File: src/logic/port_io_regs.vh
`ifndef PORT_IO_REGS_VH
`define PORT_IO_REGS_VH
// ----------------------------------------
// Operation codes on op_i
// ----------------------------------------
`define OP_W 5
`define OP_NONE 5'h00
`define OP_READ_FIRST 5'h01
`define OP_READ_SECOND 5'h02
`define OP_READ_THIRD 5'h03
`define OP_WRITE_FIRST 5'h04
`define OP_WRITE_SECOND 5'h05
`define OP_WRITE_THIRD 5'h06
`define SET_ALL_BITS_OP 5'h07
`define OP_CLR_BIT 5'h08
`define SET_INDEXED_BIT_OP 5'h09
`define TEST_INDEXED_BIT_SKIP_OP 5'h0A
`define CLEAR_SINGLE_PORT_OP 5'h0B
`define SET_SINGLE_PORT_OP 5'h0C
`define OP_READ_PULL_FIRST 5'h0D
`define OP_WRITE_PULL_FIRST 5'h0E
`define OP_READ_PULL_SECOND 5'h0F
`define OP_WRITE_PULL_SECOND 5'h10
`define OP_READ_WAKE_FIRST 5'h11
`define OP_WRITE_WAKE_FIRST 5'h12
`define OP_READ_WAKE_SECOND 5'h13
`define OP_WRITE_WAKE_SECOND 5'h14
`define OP_READ_WAKE_THIRD 5'h15
`define OP_WRITE_WAKE_THIRD 5'h16
`define OP_WRITE_DRIVE_FIRST 5'h17
`define OP_WRITE_DRIVE_SECOND 5'h18
`define OP_WRITE_DRIVE_THIRD 5'h19
// ----------------------------------------
// Widths and reset values
// ----------------------------------------
`define NIB_W 4
`define DPORT_W 8
`define IDX_W 3
`define TEST_MAX_IDX 3'h5
`define NIB_RST 4'h0
`define DPORT_RST 8'h00
`define DPORT_ALL 8'hFF
`endif

File: src/logic/nibble_reg.v
`timescale 1ns/1ns
`include "port_io_regs.vh"
// ----------------------------------------
// 4-bit control register loaded from the accumulator
// ----------------------------------------
module nibble_reg (
  // Clock and reset
  input wire clk_i,
  input wire reset_i,
  // Load
  input wire load_i,
  input wire [`NIB_W-1:0] data_i,
  // Contents
  output reg [`NIB_W-1:0] value_o
);
  always @(posedge clk_i) begin
    if (reset_i) begin
      value_o <= `NIB_RST;
    end else if (load_i) begin
      value_o <= data_i;
    end
  end
endmodule // nibble_reg

File: src/logic/port_io_instruction_exec.v
// Overview of operation
// (RULE1) Port read loads accumulator from pins
// (RULE2) Port write drives accumulator onto latch
// (RULE3) Set-all op sets every indexed-port bit
// (RULE4) Bit clear zeroes bit chosen by index
// (RULE5) Bit set raises bit chosen by index
// (RULE6) Bit test skips when bit zero
// (RULE7) Single-bit port clear and set ops
// (RULE8) Pull-up registers read into accumulator
// (RULE9) Accumulator written into pull-up registers
// (RULE10) Wakeup registers read into accumulator
// (RULE11) Accumulator written into wakeup registers
// (RULE12) Accumulator written into drive-type registers
// (RULE13) One cycle per op, carry untouched
// (RULE14) Software keeps bit index in range
`timescale 1ns/1ns
`include "port_io_regs.vh"
module port_io_instruction_exec (
  // Clock and reset
  input wire clk_i,
  input wire reset_i,
  // Instruction from the core
  input wire op_valid_i,
  input wire [`OP_W-1:0] op_i,
  input wire [`NIB_W-1:0] acc_i,
  input wire [`IDX_W-1:0] bit_index_i,
  // Port pins (asynchronous levels)
  input wire [`NIB_W-1:0] first_io_port_i,
  input wire [`NIB_W-1:0] second_io_port_i,
  input wire [`NIB_W-1:0] third_io_port_i,
  // Results to the core
  output reg acc_load_o,
  output reg [`NIB_W-1:0] acc_o,
  output reg skip_o,
  // Output latches
  output reg [`NIB_W-1:0] first_io_port_o,
  output reg [`NIB_W-1:0] second_io_port_o,
  output reg [`NIB_W-1:0] third_io_port_o,
  output reg [`DPORT_W-1:0] bit_port_o,
  output reg single_port_o,
  // Control registers
  output wire [`NIB_W-1:0] pullup_ctrl_first_o,
  output wire [`NIB_W-1:0] pullup_ctrl_second_o,
  output wire [`NIB_W-1:0] wakeup_ctrl_first_o,
  output wire [`NIB_W-1:0] wakeup_ctrl_second_o,
  output wire [`NIB_W-1:0] wakeup_ctrl_third_o,
  output wire [`NIB_W-1:0] drive_type_ctrl_first_o,
  output wire [`NIB_W-1:0] drive_type_ctrl_second_o,
  output wire [`NIB_W-1:0] drive_type_ctrl_third_o
);
  // ----------------------------------------
  // Pin synchronisers
  // ----------------------------------------
  // Pins pass two flops, so a read sees levels two cycles old.
  reg [`NIB_W-1:0] first_meta_q;
  reg [`NIB_W-1:0] first_sync_q;
  reg [`NIB_W-1:0] second_meta_q;
  reg [`NIB_W-1:0] second_sync_q;
  reg [`NIB_W-1:0] third_meta_q;
  reg [`NIB_W-1:0] third_sync_q;
  always @(posedge clk_i) begin
    if (reset_i) begin
      first_meta_q <= `NIB_RST;
      first_sync_q <= `NIB_RST;
      second_meta_q <= `NIB_RST;
      second_sync_q <= `NIB_RST;
      third_meta_q <= `NIB_RST;
      third_sync_q <= `NIB_RST;
    end else begin
      first_meta_q <= first_io_port_i;
      first_sync_q <= first_meta_q;
      second_meta_q <= second_io_port_i;
      second_sync_q <= second_meta_q;
      third_meta_q <= third_io_port_i;
      third_sync_q <= third_meta_q;
    end
  end

  // ----------------------------------------
  // Decode
  // ----------------------------------------
  // Idle cycles decode as no op, so every strobe below stays low.
  wire [`OP_W-1:0] op;
  assign op = op_valid_i ? op_i : `OP_NONE;
  wire rd_first;
  wire rd_second;
  wire rd_third;
  wire wr_first;
  wire wr_second;
  wire wr_third;
  wire set_all;
  wire clr_bit;
  wire set_bit;
  wire test_bit;
  wire clr_single;
  wire set_single;
  wire rd_pull_first;
  wire wr_pull_first;
  wire rd_pull_second;
  wire wr_pull_second;
  wire rd_wake_first;
  wire wr_wake_first;
  wire rd_wake_second;
  wire wr_wake_second;
  wire rd_wake_third;
  wire wr_wake_third;
  wire wr_drive_first;
  wire wr_drive_second;
  wire wr_drive_third;
  assign rd_first = (op == `OP_READ_FIRST);
  assign rd_second = (op == `OP_READ_SECOND);
  assign rd_third = (op == `OP_READ_THIRD);
  assign wr_first = (op == `OP_WRITE_FIRST);
  assign wr_second = (op == `OP_WRITE_SECOND);
  assign wr_third = (op == `OP_WRITE_THIRD);
  assign set_all = (op == `SET_ALL_BITS_OP);
  assign clr_bit = (op == `OP_CLR_BIT);
  assign set_bit = (op == `SET_INDEXED_BIT_OP);
  assign test_bit = (op == `TEST_INDEXED_BIT_SKIP_OP);
  assign clr_single = (op == `CLEAR_SINGLE_PORT_OP);
  assign set_single = (op == `SET_SINGLE_PORT_OP);
  assign rd_pull_first = (op == `OP_READ_PULL_FIRST);
  assign wr_pull_first = (op == `OP_WRITE_PULL_FIRST);
  assign rd_pull_second = (op == `OP_READ_PULL_SECOND);
  assign wr_pull_second = (op == `OP_WRITE_PULL_SECOND);
  assign rd_wake_first = (op == `OP_READ_WAKE_FIRST);
  assign wr_wake_first = (op == `OP_WRITE_WAKE_FIRST);
  assign rd_wake_second = (op == `OP_READ_WAKE_SECOND);
  assign wr_wake_second = (op == `OP_WRITE_WAKE_SECOND);
  assign rd_wake_third = (op == `OP_READ_WAKE_THIRD);
  assign wr_wake_third = (op == `OP_WRITE_WAKE_THIRD);
  assign wr_drive_first = (op == `OP_WRITE_DRIVE_FIRST);
  assign wr_drive_second = (op == `OP_WRITE_DRIVE_SECOND);
  assign wr_drive_third = (op == `OP_WRITE_DRIVE_THIRD);

  // ----------------------------------------
  // Control registers
  // ----------------------------------------
  // Each loads in the single cycle of its write op; carry is not an
  // input here, so no op can disturb it.
  nibble_reg pull_first_u (
    .clk_i(clk_i),
    .reset_i(reset_i),
    .load_i(wr_pull_first), // RULE9
    .data_i(acc_i),
    .value_o(pullup_ctrl_first_o)
  );

  nibble_reg pull_second_u (
    .clk_i(clk_i),
    .reset_i(reset_i),
    .load_i(wr_pull_second), // RULE9
    .data_i(acc_i),
    .value_o(pullup_ctrl_second_o)
  );

  nibble_reg wake_first_u (
    .clk_i(clk_i),
    .reset_i(reset_i),
    .load_i(wr_wake_first), // RULE11
    .data_i(acc_i),
    .value_o(wakeup_ctrl_first_o)
  );

  nibble_reg wake_second_u (
    .clk_i(clk_i),
    .reset_i(reset_i),
    .load_i(wr_wake_second), // RULE11
    .data_i(acc_i),
    .value_o(wakeup_ctrl_second_o)
  );

  nibble_reg wake_third_u (
    .clk_i(clk_i),
    .reset_i(reset_i),
    .load_i(wr_wake_third), // RULE11
    .data_i(acc_i),
    .value_o(wakeup_ctrl_third_o)
  );

  nibble_reg drive_first_u (
    .clk_i(clk_i),
    .reset_i(reset_i),
    .load_i(wr_drive_first), // RULE12
    .data_i(acc_i),
    .value_o(drive_type_ctrl_first_o)
  );

  nibble_reg drive_second_u (
    .clk_i(clk_i),
    .reset_i(reset_i),
    .load_i(wr_drive_second), // RULE12
    .data_i(acc_i),
    .value_o(drive_type_ctrl_second_o)
  );

  nibble_reg drive_third_u (
    .clk_i(clk_i),
    .reset_i(reset_i),
    .load_i(wr_drive_third), // RULE12
    .data_i(acc_i),
    .value_o(drive_type_ctrl_third_o)
  );

  // ----------------------------------------
  // Accumulator read path and skip
  // ----------------------------------------
  reg [`NIB_W-1:0] rd_data;
  wire rd_hit;
  assign rd_hit = rd_first | rd_second | rd_third | rd_pull_first |
                  rd_pull_second | rd_wake_first | rd_wake_second |
                  rd_wake_third;
  always @* begin
    rd_data = `NIB_RST;
    case (op)
      `OP_READ_FIRST: rd_data = first_sync_q; // RULE1
      `OP_READ_SECOND: rd_data = second_sync_q; // RULE1
      `OP_READ_THIRD: rd_data = third_sync_q; // RULE1
      `OP_READ_PULL_FIRST: rd_data = pullup_ctrl_first_o; // RULE8
      `OP_READ_PULL_SECOND: rd_data = pullup_ctrl_second_o; // RULE8
      `OP_READ_WAKE_FIRST: rd_data = wakeup_ctrl_first_o; // RULE10
      `OP_READ_WAKE_SECOND: rd_data = wakeup_ctrl_second_o; // RULE10
      `OP_READ_WAKE_THIRD: rd_data = wakeup_ctrl_third_o; // RULE10
      default: rd_data = `NIB_RST;
    endcase
  end

  // Outside 0 to 5 the test gives no skip; software keeps the index valid.
  wire test_ok;
  wire skip_d;
  assign test_ok = (bit_index_i <= `TEST_MAX_IDX); // RULE6
  assign skip_d = test_bit && test_ok && !bit_port_o[bit_index_i]; // RULE6

  always @(posedge clk_i) begin
    if (reset_i) begin
      acc_load_o <= 1'b0;
      acc_o <= `NIB_RST;
    end else begin
      acc_load_o <= rd_hit; // RULE13
      acc_o <= rd_data;
    end
  end

  always @(posedge clk_i) begin
    if (reset_i) begin
      skip_o <= 1'b0;
    end else begin
      skip_o <= skip_d; // RULE6
    end
  end

  // ----------------------------------------
  // General port latches
  // ----------------------------------------
  always @(posedge clk_i) begin
    if (reset_i) begin
      first_io_port_o <= `NIB_RST;
    end else if (wr_first) begin
      first_io_port_o <= acc_i; // RULE2
    end
  end

  always @(posedge clk_i) begin
    if (reset_i) begin
      second_io_port_o <= `NIB_RST;
    end else if (wr_second) begin
      second_io_port_o <= acc_i; // RULE2
    end
  end

  always @(posedge clk_i) begin
    if (reset_i) begin
      third_io_port_o <= `NIB_RST;
    end else if (wr_third) begin
      third_io_port_o <= acc_i; // RULE2
    end
  end

  // ----------------------------------------
  // Bit-addressable port latch
  // ----------------------------------------
  // Clear and set act on any index 0 to 7; only the test is limited.
  always @(posedge clk_i) begin
    if (reset_i) begin
      bit_port_o <= `DPORT_RST;
    end else if (set_all) begin
      bit_port_o <= `DPORT_ALL; // RULE3
    end else if (clr_bit) begin
      bit_port_o[bit_index_i] <= 1'b0; // RULE4
    end else if (set_bit) begin
      bit_port_o[bit_index_i] <= 1'b1; // RULE5
    end
  end

  // ----------------------------------------
  // Single-bit port latch
  // ----------------------------------------
  always @(posedge clk_i) begin
    if (reset_i) begin
      single_port_o <= 1'b0;
    end else if (clr_single) begin
      single_port_o <= 1'b0; // RULE7
    end else if (set_single) begin
      single_port_o <= 1'b1; // RULE7
    end
  end
endmodule // port_io_instruction_exec

File: config.mk
export PLATFORM = sky130hd
export DESIGN_NAME = port_io_instruction_exec
export DESIGN_NICKNAME = d
export VERILOG_FILES = /design/src/logic/nibble_reg.v /design/src/logic/port_io_instruction_exec.v
export VERILOG_INCLUDE_DIRS = /design/src /design/src/logic
export SDC_FILE = /design/constraint.sdc
export NUM_CORES = 1
export LEC_CHECK = 0
export BUFFER_PORTS_ARGS = -buffer_cell sky130_fd_sc_hd__buf_2
export CORE_UTILIZATION = 51
export DETAILED_ROUTE_END_ITERATION = 10
export GPL_ROUTABILITY_DRIVEN = 0
export GPL_TIMING_DRIVEN = 1
export HOLD_SLACK_MARGIN = 0.08
export PLACE_DENSITY_LB_ADDON = 0.25
export SYNTH_ARGS = -nofsm -noshare
export SYNTH_HDL_FRONTEND = slang
export SYNTH_SLANG_ARGS = --single-unit
File: constraint.sdc
create_clock -name clk_i -period 1.8 [get_ports clk_i]
set_input_delay 0.18 -clock clk_i [delete_from_list [all_inputs] [get_ports clk_i]]
set_output_delay 0.18 -clock clk_i [all_outputs]
set_load 0.01 [all_outputs]
==> results.yml <==
routing:
  vias: 2851
  wirelength_um: 7810
  drtIter0Drc: 150
  drt-vias-per-instance: 5.40
  drc: 0
  wl_per_cell_um: 14.8
  first_pass_iters: 5
  ant_nets: 0
worst_setup_path:
  crit_path_max_incr_delay_ns: 0.38
  path_cells: "buf_2, nand4b_1, buf_4, a2bb2o_1, a21oi_1, a211oi_1"
  endpoint_kind: "register"
  path_class: "primary input to register"
  worstPathArrival_ns: 1.55
  reg2reg_from: "pull_second_u.value_o[0]"
  critPathLaunchType: "primary input"
  worst_path_max_delay_cell: "nand4b_1"
  crit_fanout: 18
  critPathBufInv: 2
  crit_family: "compound AO/OA/AOI/OAI gates"
  cp_data_required_time_ns: 2.06
  cp-startpoint: "op_i[3]"
yosys:
  yosysWarnings: 0
  synth_top_area_share_pct: 49.2
  synth_top_cell_by_area: "dfxtp_1"
  syn_area_mm2: 0.00338
  synth_flop_cell: "dfxtp_1"
  synth_cells: 359
  ys_top_cells_by_area: "dfxtp_1 49%, mux2i_1 8.9%, nor2b_1 5.4%, a21oi_1 5.0%, nand2_1 3.3%"
  synth_cell_type_count: 43
  synthesis.nets: 386
  synthArstFlopShare_pct: 0
  syn_avg_cell_area_um2: 9.40
  synth-edff-count: 0
  seq_area_frac_synth_pct: 49.2
  synth-seq-cells: 83
power:
  powerDensity_mw_per_mm2: 846
  power_leakage_uw: 0.00177
  vdd_ir_drop_max_mv: 0.607
clock_network:
  root_buffer: "clkbuf_8"
  htree_levels: 3
  holdBufCountCts: 12
  clockBufferDepth: 2
  cts_setup_buffers: 0
  post_cts_resized: 0
  numCtsBuffers: 9
  cts.sinks: 83
  cts_tree: "done"
  insertion_delay_ns: 0.35
  clk_pin_slew_ns: 0.08
cells_and_area:
  nets: 473
  layout-drive-gt1-share_pct: 26.4
  area_delta_synth_final_pct: 23.2
  largest_register: "bit_port_o"
  layout_common_cells: "85 x buf_2, 83 x dfxtp_1, 34 x a21oi_1"
  layout_commonest_cell: "buf_2"
  largest_reg_flops: 8
  antenna_cells: 0
sta:
  worst_slack_ns: 0.511
  skew_ns: 0.00750
  fin_crit_sh_pct: 71.6
  setup_viol: 0
  tightest_slew_ns: 0.471
  hold_viol_final: 0
  rsz0062_at_grt: "false"
  fmax_mhz: 776
  fin_crit_ns: 1.29
  relSlewSlack_pct: 68.4
  final.setup.tns_ns: 0
  slew_viol_final: 0
floorplan:
  die_h_um: 83.4
  rows: 29
  initial_core_util_pct: 52.9
  core-area_mm2: 0.00639
  dieArea_mm2: 0.00695
  die_w_um: 83.4
  io_pins: 86
flow_run:
  max-cap-violations: 0
global_routing:
  grt_pass1_vias: 2655
  grt_max_degree: 78
  grt_pass1_wl_um: 12600
  antenna_found_initial: 0
  grt_usage_pct: 23.1
  grt-ovfl-total: 0
placed_design:
  io_buffers: 85
  dpl.hpwl_um: 5380
  pre_cts_slack_ns: 0.171
status:
  status: "finished clean"
min_path:
  hp-start: "bit_index_i[2]"
  hold_class: "primary input to register"
==> power breakdown <==
part / internal, µW / leakage, µW / total, µW / switching [µW]
Combinational: 112 / 0.000992 / 276 / 165
Sequential: 1870 / 0.000674 / 1880 / 11.8
Clock: 715 / 0.000106 / 1360 / 643
Total: 2700 / 0.00177 / 3520 / 820
==> metrics by stage <==
step	hold WS (ns)	total power (µW)	area (µm²)	instances	utilization [%]
6_report	0.146	3520	4160	528	65.1
2_1_floorplan	0.308	2100	3380	359	-
4_1_cts	0.136	3530	4160	528	65.1
3_5_place_dp	0.396	2180	3830	500	60.0
5_1_grt	0.150	3640	4160	528	65.1
3_3_place_gp	0.388	2170	3830	500	60.0
==> per-layer routing <==
layer | global-route usage, % | up-vias | part of all wire [%]
met5 | 0 | - | 0
met4 | 9.87 | 0 | 1.7
met1 | 30.5 | 1328 | 48
met2 | 36.4 | 77 | 47
met3 | 5.17 | 10 | 4.0
li1 | - | 1436 | -
==> path summary, 6_finish.rpt <==
kind,depth (start not counted),to,slack (ns)
max,6,bit_port_o[5],0.51
min,2,bit_port_o[6],0.15
max reg2reg,3,acc_o[0],0.65
min reg2reg,1,second_sync_q[2],0.43
==> area by class of cell <==
cell class,instances,area [µm²]
clock buffer,12,155
sequential,83,1660
tap,77,96.3
multi-input combinational,243,1560
timing repair buffer,105,618
inverter,4,15.0
clock inverter,4,48.8
fill,558,2230
==> worst register-to-register path: stages, from the launching register on <==
cell	delay (ns)
dfxtp_1	0.34
a22o_1	0.22
a221oi_1	0.35
a21oi_1	0.13
==> Yosys cell counts (all sizes together), types with 7 or more instances <==
master / number
a211oi: 7
a21oi: 35
a22o: 8
buf: 13
clkbuf: 16
dfxtp: 83
mux2i: 30
nand2: 30
nand3: 14
nor2: 31
nor2b: 29
nor3: 8
o21ai: 9
==> cells by family after synthesis <==
group                  synth area share (%)
muxes                                  8.90
DFF                                    49.2
buffers and inverters                  4.48
AOI/OAI and AO/OA                      15.8
and+or+nand+nor                        21.6
Note: power is estimated with default switching activity, not from simulation.
